[src/rtl/fsd_pkg.sv]
package fsd_pkg;
   // register byte offsets
   localparam logic [3:0] FUSE_CTRL_OFFS = 4'h0;
   localparam logic [3:0] FUSE_STAT_OFFS = 4'h4;
   // field positions of the feature fuse control word
   localparam int PCI_BIT = 0;
   localparam int SERIAL_PAIR_BIT = 1;
   localparam int UTOPIA_BIT = 2;
   localparam int MAC_BIT0 = 3;
   localparam int NUM_ENGINES = 3;
   localparam int SMII_BIT = 6;
   localparam int USB_HOST_BIT = 7;
   localparam int USB_DEV_BIT = 8;
   localparam int ECC_BIT = 9;
   localparam int NUM_FEAT = 10;
   // a set bit disables the feature, bit 6 selects smii over mii; reset enables all but the engine 0 mac and smii, utopia wins
   localparam logic [NUM_FEAT-1:0] FUSE_RESET_VAL = 10'h008;
   // axi response codes
   localparam logic [1:0] RESP_OKAY = 2'h0;
   localparam logic [1:0] RESP_SLVERR = 2'h2;

   typedef struct packed {
      logic pci;
      logic serial_port_pair;
      logic utopia;
      logic [NUM_ENGINES-1:0] engine_mac;
      logic mii;
      logic smii;
      logic usb_host;
      logic usb_dev;
      logic ecc;
   } fsd_enables_t;
endpackage

[src/rtl/fsd_feature_fuse.sv]
`timescale 1ns/10ps
`default_nettype none
// How it works
// - software writes the fuse word; a disabled module is isolated from the processor
// - one bit enables or disables the whole pci bus together
// - one shared bit disables both serial ports, never just one
// - utopia and first packet engine macs exclude each other; enabling one disables other
// - only one of mii or smii mac types is ever enabled
// - each packet engine has its own mac enable bit; only engines 1 and 2 are independent, engine 0 is paired against utopia
// - usb host and usb device each have an independent enable bit
// - ecc has its own disable bit apart from the memory interface
module fsd_feature_fuse (
   input wire logic CLOCK_IN,
   input wire logic RESET_N_IN,
   input wire logic CLK_EN_IN,
   input wire logic [3:0] AWADDR_IN,
   input wire logic AWVALID_IN,
   output logic AWREADY_OUT,
   input wire logic [31:0] WDATA_IN,
   input wire logic [3:0] WSTRB_IN,
   input wire logic WVALID_IN,
   output logic WREADY_OUT,
   output logic [1:0] BRESP_OUT,
   output logic BVALID_OUT,
   input wire logic BREADY_IN,
   input wire logic [3:0] ARADDR_IN,
   input wire logic ARVALID_IN,
   output logic ARREADY_OUT,
   output logic [31:0] RDATA_OUT,
   output logic [1:0] RRESP_OUT,
   output logic RVALID_OUT,
   input wire logic RREADY_IN,
   output fsd_pkg::fsd_enables_t FEATURE_EN_OUT
);
   logic [fsd_pkg::NUM_FEAT-1:0] fuse_ff;
   logic [fsd_pkg::NUM_FEAT-1:0] nxt_fuse;
   logic aw_got_ff;
   logic w_got_ff;
   logic [3:0] awaddr_ff;
   logic [31:0] wdata_ff;
   logic [3:0] wstrb_ff;
   logic utopia_was_ff;
   logic mac_a_was_ff;
   fsd_pkg::fsd_enables_t nxt_en;
   logic do_write;
   logic [fsd_pkg::NUM_FEAT-1:0] wr_bits;
   logic [fsd_pkg::NUM_ENGINES-1:0] mac_en;

   // address and data are taken in either order, one write at a time
   assign AWREADY_OUT = CLK_EN_IN && !aw_got_ff && !BVALID_OUT;
   assign WREADY_OUT = CLK_EN_IN && !w_got_ff && !BVALID_OUT;
   assign do_write = CLK_EN_IN && aw_got_ff && w_got_ff && !BVALID_OUT;
   assign ARREADY_OUT = CLK_EN_IN && !RVALID_OUT;

   // capture write address and data channels
   always_ff @(posedge CLOCK_IN or negedge RESET_N_IN) begin
      if (!RESET_N_IN) begin
         aw_got_ff <= 1'b0;
         w_got_ff <= 1'b0;
         awaddr_ff <= 4'h0;
         wdata_ff <= 32'h0000_0000;
         wstrb_ff <= 4'h0;
      end else if (CLK_EN_IN) begin
         if (AWVALID_IN && AWREADY_OUT) begin
            aw_got_ff <= 1'b1;
            awaddr_ff <= AWADDR_IN;
         end else if (do_write) begin
            aw_got_ff <= 1'b0;
         end
         if (WVALID_IN && WREADY_OUT) begin
            w_got_ff <= 1'b1;
            wdata_ff <= WDATA_IN;
            wstrb_ff <= WSTRB_IN;
         end else if (do_write) begin
            w_got_ff <= 1'b0;
         end
      end
   end

   // merge byte lanes of the written word
   always_comb begin
      wr_bits = fuse_ff;
      if (wstrb_ff[0]) wr_bits[7:0] = wdata_ff[7:0];
      if (wstrb_ff[1]) wr_bits[fsd_pkg::NUM_FEAT-1:8] = wdata_ff[fsd_pkg::NUM_FEAT-1:8];
   end

   // resolve exclusions: a newly enabled side of a pair wins over the other
   always_comb begin
      nxt_fuse = wr_bits;
      if (!wr_bits[fsd_pkg::UTOPIA_BIT] && !wr_bits[fsd_pkg::MAC_BIT0]) begin
         if (utopia_was_ff) nxt_fuse[fsd_pkg::UTOPIA_BIT] = 1'b1;
         else if (mac_a_was_ff) nxt_fuse[fsd_pkg::MAC_BIT0] = 1'b1;
         else nxt_fuse[fsd_pkg::MAC_BIT0] = 1'b1;
      end
   end

   // fuse word is written by software and held until the next write or reset
   always_ff @(posedge CLOCK_IN or negedge RESET_N_IN) begin
      if (!RESET_N_IN) begin
         fuse_ff <= fsd_pkg::FUSE_RESET_VAL;
      end else if (CLK_EN_IN && do_write && awaddr_ff == fsd_pkg::FUSE_CTRL_OFFS) begin
         fuse_ff <= nxt_fuse;
      end
   end

   // remember which side of the utopia pair was enabled before
   always_ff @(posedge CLOCK_IN or negedge RESET_N_IN) begin
      if (!RESET_N_IN) begin
         utopia_was_ff <= 1'b1;
         mac_a_was_ff <= 1'b0;
      end else if (CLK_EN_IN) begin
         utopia_was_ff <= !fuse_ff[fsd_pkg::UTOPIA_BIT];
         mac_a_was_ff <= !fuse_ff[fsd_pkg::MAC_BIT0];
      end
   end

   // write response
   always_ff @(posedge CLOCK_IN or negedge RESET_N_IN) begin
      if (!RESET_N_IN) begin
         BVALID_OUT <= 1'b0;
         BRESP_OUT <= fsd_pkg::RESP_OKAY;
      end else if (CLK_EN_IN) begin
         if (do_write) begin
            BVALID_OUT <= 1'b1;
            BRESP_OUT <= (awaddr_ff == fsd_pkg::FUSE_CTRL_OFFS) ? fsd_pkg::RESP_OKAY : fsd_pkg::RESP_SLVERR;
         end else if (BREADY_IN) begin
            BVALID_OUT <= 1'b0;
         end
      end
   end

   // read channel: control word or resolved enables
   always_ff @(posedge CLOCK_IN or negedge RESET_N_IN) begin
      if (!RESET_N_IN) begin
         RVALID_OUT <= 1'b0;
         RDATA_OUT <= 32'h0000_0000;
         RRESP_OUT <= fsd_pkg::RESP_OKAY;
      end else if (CLK_EN_IN) begin
         if (ARVALID_IN && ARREADY_OUT) begin
            RVALID_OUT <= 1'b1;
            RRESP_OUT <= fsd_pkg::RESP_OKAY;
            if (ARADDR_IN == fsd_pkg::FUSE_CTRL_OFFS) begin
               RDATA_OUT <= {22'h000000, fuse_ff};
            end else if (ARADDR_IN == fsd_pkg::FUSE_STAT_OFFS) begin
               RDATA_OUT <= {21'h000000, nxt_en};
            end else begin
               RDATA_OUT <= 32'h0000_0000;
               RRESP_OUT <= fsd_pkg::RESP_SLVERR;
            end
         end else if (RREADY_IN) begin
            RVALID_OUT <= 1'b0;
         end
      end
   end

   // decode enables from the fuse word
   always_comb begin
      nxt_en.pci = !fuse_ff[fsd_pkg::PCI_BIT];
      nxt_en.serial_port_pair = !fuse_ff[fsd_pkg::SERIAL_PAIR_BIT];
      nxt_en.utopia = !fuse_ff[fsd_pkg::UTOPIA_BIT] && fuse_ff[fsd_pkg::MAC_BIT0];
      nxt_en.engine_mac = mac_en;
      nxt_en.mii = !fuse_ff[fsd_pkg::SMII_BIT];
      nxt_en.smii = fuse_ff[fsd_pkg::SMII_BIT];
      nxt_en.usb_host = !fuse_ff[fsd_pkg::USB_HOST_BIT];
      nxt_en.usb_dev = !fuse_ff[fsd_pkg::USB_DEV_BIT];
      nxt_en.ecc = !fuse_ff[fsd_pkg::ECC_BIT];
   end

   // one mac enable per packet engine
   genvar g;
   generate
      for (g = 0; g < fsd_pkg::NUM_ENGINES; g++) begin : g_mac
         assign mac_en[g] = !fuse_ff[fsd_pkg::MAC_BIT0 + g];
      end
   endgenerate

   // enables leave from flip-flops
   always_ff @(posedge CLOCK_IN or negedge RESET_N_IN) begin
      if (!RESET_N_IN) begin
         FEATURE_EN_OUT <= '0;
      end else if (CLK_EN_IN) begin
         FEATURE_EN_OUT <= nxt_en;
      end
   end

   property p_excl;
      @(posedge CLOCK_IN) disable iff (!RESET_N_IN) !(FEATURE_EN_OUT.utopia && FEATURE_EN_OUT.engine_mac[0]);
   endproperty
   a_excl: assert property (p_excl) else $error("utopia and engine mac both on");
   property p_mii;
      @(posedge CLOCK_IN) disable iff (!RESET_N_IN) !(FEATURE_EN_OUT.mii && FEATURE_EN_OUT.smii);
   endproperty
   a_mii: assert property (p_mii) else $error("mii and smii both on");
   property p_hold;
      @(posedge CLOCK_IN) disable iff (!RESET_N_IN) !do_write |=> $stable(fuse_ff);
   endproperty
   a_hold: assert property (p_hold) else $error("fuse word changed without write");
   property p_pci;
      @(posedge CLOCK_IN) disable iff (!RESET_N_IN) CLK_EN_IN |=> FEATURE_EN_OUT.pci == !$past(fuse_ff[fsd_pkg::PCI_BIT]);
   endproperty
   a_pci: assert property (p_pci) else $error("pci enable mismatch");
   property p_wr;
      @(posedge CLOCK_IN) disable iff (!RESET_N_IN) do_write |=> BVALID_OUT;
   endproperty
   a_wr: assert property (p_wr) else $error("no write response");
   property p_usb;
      @(posedge CLOCK_IN) disable iff (!RESET_N_IN) CLK_EN_IN |=> FEATURE_EN_OUT.usb_dev == !$past(fuse_ff[fsd_pkg::USB_DEV_BIT]);
   endproperty
   a_usb: assert property (p_usb) else $error("usb device enable mismatch");
   property p_ecc;
      @(posedge CLOCK_IN) disable iff (!RESET_N_IN) CLK_EN_IN |=> FEATURE_EN_OUT.ecc == !$past(fuse_ff[fsd_pkg::ECC_BIT]);
   endproperty
   a_ecc: assert property (p_ecc) else $error("ecc enable mismatch");
   property p_ser;
      @(posedge CLOCK_IN) disable iff (!RESET_N_IN)
         CLK_EN_IN |=> FEATURE_EN_OUT.serial_port_pair == !$past(fuse_ff[fsd_pkg::SERIAL_PAIR_BIT]);
   endproperty
   a_ser: assert property (p_ser) else $error("serial pair enable mismatch");
   property p_mac1;
      @(posedge CLOCK_IN) disable iff (!RESET_N_IN)
         CLK_EN_IN |=> FEATURE_EN_OUT.engine_mac[1] == !$past(fuse_ff[fsd_pkg::MAC_BIT0 + 1]);
   endproperty
   a_mac1: assert property (p_mac1) else $error("engine mac enable mismatch");
   c_write: cover property (@(posedge CLOCK_IN) do_write);
   c_read: cover property (@(posedge CLOCK_IN) RVALID_OUT && RREADY_IN);
   c_smii: cover property (@(posedge CLOCK_IN) FEATURE_EN_OUT.smii);
endmodule
`default_nettype wire

[config.mk]
export PLATFORM = sky130hd
export DESIGN_NAME = fsd_feature_fuse
export DESIGN_NICKNAME = d
export VERILOG_FILES = /design/src/rtl/fsd_pkg.sv /design/src/rtl/fsd_feature_fuse.sv
export SDC_FILE = /design/constraint.sdc
export NUM_CORES = 1
export LEC_CHECK = 0
export BUFFER_PORTS_ARGS = -buffer_cell sky130_fd_sc_hd__buf_2
export CAP_MARGIN = 20
export CORE_MARGIN = 5
export CORE_UTILIZATION = 29
export CTS_CLUSTER_DIAMETER = 120
export DETAILED_ROUTE_END_ITERATION = 10
export SYNTH_ARGS = -nofsm -noshare
export SYNTH_HDL_FRONTEND = slang
export SYNTH_SLANG_ARGS = --single-unit
[constraint.sdc]
create_clock -name CLOCK_IN -period 1.5 [get_ports CLOCK_IN]
set_input_delay 0.225 -clock CLOCK_IN [delete_from_list [all_inputs] [get_ports CLOCK_IN]]
set_output_delay 0.225 -clock CLOCK_IN [all_outputs]
set_load 0.05 [all_outputs]
==> results of run 1 <==
power groups by stage:
stage                     combinational, uW  sequential (uW)  clock, uW
after detailed placement               2290             2590          0
after CTS                              2310             2550       1070
after floorplan                        1180             3120          0
after global routing                   2510             2640       1140
final                                  2330             2540       1040
after global placement                 2260             2550          0
through the flow:
step / setup slack (ns) / instances / utilization / instance area (um2)
2_1_floorplan: -0.0934 / 226 / - / 2630
3_3_place_gp: 0.0458 / 367 / 0.350 / 2910
3_5_place_dp: 0.0343 / 367 / 0.350 / 2910
4_1_cts: 0.00546 / 376 / 0.367 / 3040
5_1_grt: -0.0388 / 376 / 0.370 / 3070
6_report: 0.0252 / 376 / 0.370 / 3070
flip-flops by register name (all words and copies together) (netlist names):
register / count
awaddr_ff: 4
aw_got_ff: 1
utopia_was_ff: 1
w_got_ff: 1
BRESP_OUT: 1
RDATA_OUT: 11
wstrb_ff: 2
wdata_ff: 10
RVALID_OUT: 1
FEATURE_EN_OUT: 11
RRESP_OUT: 1
fuse_ff: 10
BVALID_OUT: 1
cell families (layout without fill, tap and decap cells):
family,count (synthesis),count (layout)
AO/OA/AOI/OAI,24,24
other,1,23
buffers and inverters,44,89
multiplexers,43,43
flip-flops,55,55
AND/OR/NAND/NOR,37,37
path summary, 6_finish.rpt:
kind / startpoint / slack, ns / endpoint / depth (start not counted)
max reg2reg: awaddr_ff[2] / 0.06 / fuse_ff[3] / 3
min reg2reg: fuse_ff[2] / 0.48 / utopia_was_ff / 1
min in group asynchronous: RESET_N_IN / 0.42 / fuse_ff[5] / 2
min: WDATA_IN[8] / 0.14 / wdata_ff[8] / 2
max: BVALID_OUT / 0.03 / AWREADY_OUT / 3
max in group asynchronous: RESET_N_IN / 0.49 / RDATA_OUT[10] / 3
per-layer routing:
layer	routed length, um	GRT usage
met5	0	0
met4	44	0.0269
met3	390	0.0304
met2	2250	0.157
met1	2370	0.139
synthesized netlist by cell type (2+ instances only):
cell	number
nand2_1	17
nor3b_2	2
o21ai_0	12
mux2_2	32
o21bai_1	2
buf_4	23
dfstp_2	2
dfrtp_1	53
buf_6	3
mux2i_1	11
nand2b_1	2
nor2_1	6
inv_1	14
clkbuf_1	2
o211ai_1	2
nor2b_1	3
cell type report:
type,count,area (um2),share of cell area
multi-input combinational,127,992,0.323
timing repair buffer,67,390,0.127
tap,105,131,0.0428
sequential,55,1380,0.450
clock buffer,6,82.6,0.0269
clock inverter,2,38.8,0.0126
inverter,14,52.6,0.0171
repair_timing:
action | CTS | global route
pin swaps | 0 | 1
endpoints found under the hold margin | 18 | 0
hold buffers | 1 | 0
gates resized for setup | 2 | 6
endpoints found under the setup margin | 2 | 16
==> out/qor.yml, run 1 <==
p_per_area_nw_per_um2: 1920
die_x_um: 103
drtIter0Drc: 50
tns_ns: 0
clkTransAtPathRegs_ns: 0.10
worst_pin_slew_ns: 0.523
ant_nets: 0
power_uw: 5900
grt_antenna_before_repair: 0
port_buffers: 56
hold_slack_ns: 0.137
max_freq_mhz: 678
grt_pass1_vias: 1643
status: "finished, final reports clean"
grt_pass1_wl_mm: 8.25
fp-row-count: 33
period_needed_ns: 1.47
most-common-layout-cells: "buf_2, dfrtp_1, conb_1, mux2_2, nand2_1"
yosysSeqAreaShare: 0.552
root_buffer: "clkbuf_8"
cpLargestDelayFamily: "flip-flops"
crit_fanout: 5
numCtsBuffers: 5
core_area_um2: 8300
p_clk_frac: 0.175
switching_share: 0.400
synth-adder-area-share: 0
synthDistinctLibCells: 34
final_min_period_over_clock_period: 0.983
dieHeight_um: 103
post_cts_buffers: 0
layout-drive-gt1-share: 0.424
remaining_drc_errors: 0
synth_seq_cells: 55
wl_per_cell_um: 13.4
synth-main-ff-cell: "dfrtp_1"
cts_tree: "built"
fillerInstances: 847
worstPathArrival_ns: 1.25
n_antenna_cell: 0
synth_edf_count: 0
power.share.combinational: 0.395
start_util: 0.301
critPathSlowestCell: "dfrtp_2"
synth_top_area_frac: 0.531
critPathKind: "reg2out"
p_int_uw: 3540
io_pins: 104
path_cells: "nand2b_4 -> nor2_1 -> buf_6"
cts_max_path_buffers: 2
synthMuxAreaShare: 0.188
cts_sinks: 55
netlist_area_um2: 2500
p_seq_frac: 0.430
synth_compound_area_frac: 0.0611
first_pass_iters: 4
worst_setup_path_start_kind: "flop"
peakVddDrop_uv: 628
yosys.area.top_type: "dfrtp_1"
grt-ovfl-total: 0
synth_top_family_by_area: "multiplexers"
hpwl_mm: 4.00
syn_area_per_cell_um2: 12.2
maxCapViolations: 0
grt_max_degree: 24
synth-simple-area-share: 0.0871
yosysWarnings: 0
avgViaCountPerCell: 4.23
p_sw_uw: 2360
synth_xor_area_frac: 0
p_leak_uw: 0.00154
gp_congestion: 0.755
vias: 1589
grt.total_usage: 0.101
htree_levels: 2
synth.area.top_cells: "dfrtp_1, mux2_2, buf_4"
crit_required_ns: 1.27
nets: 322
cp_num_buf_inv: 1
maxSlewViolCount: 0
end_kind: "output port"
hp-class: "in2reg"
skew_ns: 0.0106
die-area_um2: 10600
synth_cells: 204
synthArstFlopShare: 1.00
rsz0062_at_grt: "yes"
insertion_delay_ns: 0.31
syn2layout_area_growth_pct: 22.8
layout_commonest_cell: "buf_2"
cpPeakStageDelay_ns: 0.44
setup_viol: 0
routed_wl_mm: 5.06
hold_viol: 0
max_slew_margin: 0.651
Note: power is estimated with default switching activity, not from simulation.
==> run 2: changes to the inputs <==
--- a/config.mk
+++ b/config.mk
@@ -7,10 +7,14 @@
 export LEC_CHECK = 0
 export BUFFER_PORTS_ARGS = -buffer_cell sky130_fd_sc_hd__buf_2
 export CAP_MARGIN = 20
+export CELL_PAD_IN_SITES_DETAIL_PLACEMENT = 1
+export CELL_PAD_IN_SITES_GLOBAL_PLACEMENT = 1
 export CORE_MARGIN = 5
 export CORE_UTILIZATION = 29
 export CTS_CLUSTER_DIAMETER = 120
 export DETAILED_ROUTE_END_ITERATION = 10
+export PLACE_DENSITY_LB_ADDON = 0.1
+export SLEW_MARGIN = 10
 export SYNTH_ARGS = -nofsm -noshare
 export SYNTH_HDL_FRONTEND = slang
 export SYNTH_SLANG_ARGS = --single-unit
==> run 2 against run 1 <==
Effect of this change:
- routed wire length up 7.7%
- core utilization up 0.57 points
- clock power up 12%
- register-to-register slack worse by 0.02 ns
- critical path depth up 1
- sequential power about the same
- non-clock buffer count up 5
- fmax up 1.1%
- cell count up 1.3%
- largest power group unchanged
- highest routed layer is now met3
==> out/qor.yml, run 2 (synthesis results as in run 1) <==
crit_cells: 4  # +1
crit_required_ns: 1.70  # +0.43 ns
clkTransAtPathRegs_ns: 0.10  # about the same
maxSlewViolCount: 0  # unchanged
core_area_um2: 8300  # unchanged
end_kind: "flop"
critPathSlowestCell: "dfrtp_2"
hp-class: "in2reg"
routed_wl_mm: 5.44  # +7.7%
layout-drive-gt1-share: 0.435  # +0.0104
avgViaCountPerCell: 4.29  # +1.4%
final_min_period_over_clock_period: 0.972  # -0.0108
p_leak_uw: 0.00156  # +1.4%
drtIter0Drc: 18  # -64%
peakVddDrop_uv: 723  # +15%
remaining_drc_errors: 0  # unchanged
cts_sinks: 55  # unchanged
io_pins: 104  # unchanged
tns_ns: 0  # unchanged
dieHeight_um: 103  # unchanged
grt-ovfl-total: 0  # unchanged
grt_antenna_before_repair: 0  # unchanged
worst_setup_path_start_kind: "flop"
gp_congestion: 0.687  # -9.1%
root_buffer: "clkbuf_8"
layout_commonest_cell: "buf_2"
numCtsBuffers: 5  # unchanged
critPathKind: "reg2reg"
power_uw: 6030  # +2.1%
vias: 1633  # +2.8%
rsz0062_at_grt: "yes"
maxCapViolations: 0  # unchanged
most-common-layout-cells: "buf_2, dfrtp_1, conb_1, mux2_2, nand2_1"
status: "finished, final reports clean"
syn2layout_area_growth_pct: 24.7
setup_viol: 0  # unchanged
ant_nets: 0  # unchanged
start_util: 0.301  # unchanged
cts_max_path_buffers: 2  # unchanged
wl_per_cell_um: 14.3  # +6.3%
period_needed_ns: 1.46  # -0.0163 ns
max_freq_mhz: 686  # +1.1%
largest_registers: "FEATURE_EN_OUT: 11 flops, RDATA_OUT: 11 flops"
nets: 327  # +1.6%
cpPeakStageDelay_ns: 0.44  # about the same
port_buffers: 56  # unchanged
cp_num_buf_inv: 1  # unchanged
path_cells: "nand2b_4 -> nor3b_4 -> buf_12 -> mux2_2"
n_antenna_cell: 0  # unchanged
p_per_area_nw_per_um2: 1930  # +0.53%
htree_levels: 2  # unchanged
die-area_um2: 10600  # unchanged
min_path_cells: 2  # unchanged
grt_pass1_vias: 1694  # +3.1%
grt_pass1_wl_mm: 8.62  # +4.5%
crit_fanout: 12  # +7
die_x_um: 103  # unchanged
cts_tree: "built"
r2r_cells: 4  # +1
worstPathArrival_ns: 1.66  # +0.41 ns
hpwl_mm: 4.17  # +4.2%
grt_max_degree: 23  # -4.2%
grt.total_usage: 0.105  # +0.00378
skew_ns: 0.00908  # -0.00152 ns
cpLargestDelayFamily: "flip-flops"
insertion_delay_ns: 0.30  # about the same
hold_slack_ns: 0.144  # +0.00761 ns
fp-row-count: 33  # unchanged
hold_viol: 0  # unchanged
first_pass_iters: 4  # unchanged
fillerInstances: 922  # +8.9%
-- run 2: path summary, 6_finish.rpt --
| kind | from | end | slack (ns) |
|---|---|---|---|
| worst max-delay path | BVALID_OUT | wstrb_ff[0] | 0.04 |
| worst min register to register | RDATA_OUT[1] | RDATA_OUT[1] | 0.49 |
| min in group asynchronous | RESET_N_IN | awaddr_ff[1] | 0.40 |
| worst min-delay path | WDATA_IN[3] | wdata_ff[3] | 0.14 |
| worst max register to register | BVALID_OUT | wstrb_ff[0] | 0.04 |
| max in group asynchronous | RESET_N_IN | RVALID_OUT | 0.58 |
-- run 2: where the power goes --
group	switching [uW]	total (uW)	internal, uW
sequential	445	2520	2080
clock	490	1160	666
combinational	1420	2350	929
total	2360	6030	3670
-- run 2: area by class of cell --
| class | instances | area [um2] | share of cell area |
|---|---|---|---|
| Sequential cell | 55 | 1380 | 0.443 |
| Multi-Input combinational cell | 127 | 978 | 0.314 |
| Timing Repair Buffer | 72 | 437 | 0.140 |
| Tap cell | 105 | 131 | 0.0422 |
| Clock buffer | 5 | 68.8 | 0.0221 |
| Clock inverter | 3 | 67.6 | 0.0217 |
| Inverter | 14 | 52.6 | 0.0169 |
-- run 2: metrics by stage --
step           cell area (um2)  setup slack (ns)  instances   util
2_1_floorplan             2630           -0.0934        226      -
3_3_place_gp              2930            0.0110        369  0.354
3_5_place_dp              2930            0.0174        369  0.354
4_1_cts                   3090            0.0178        379  0.373
5_1_grt                   3120           -0.0200        381  0.375
6_report                  3120            0.0414        381  0.375
-- run 2: routing by layer --
metal | wire length, um | vias to the layer above | GRT usage
met3 | 320 | 0 | 0.0298
li1 | - | 780 | -
met2 | 2670 | 45 | 0.173
met4 | 0 | 0 | 0.0179
met1 | 2460 | 808 | 0.140
met5 | 0 | - | 0
-- run 2: repair_timing --
action                     4_1_cts  5_1_grt
setup buffers                    1        2
gates resized for setup          2        2
pin swaps                        1        1
setup endpoints to repair        3        8
hold endpoints to repair        13        0
gates cloned                     0        0
hold buffers                     1        0
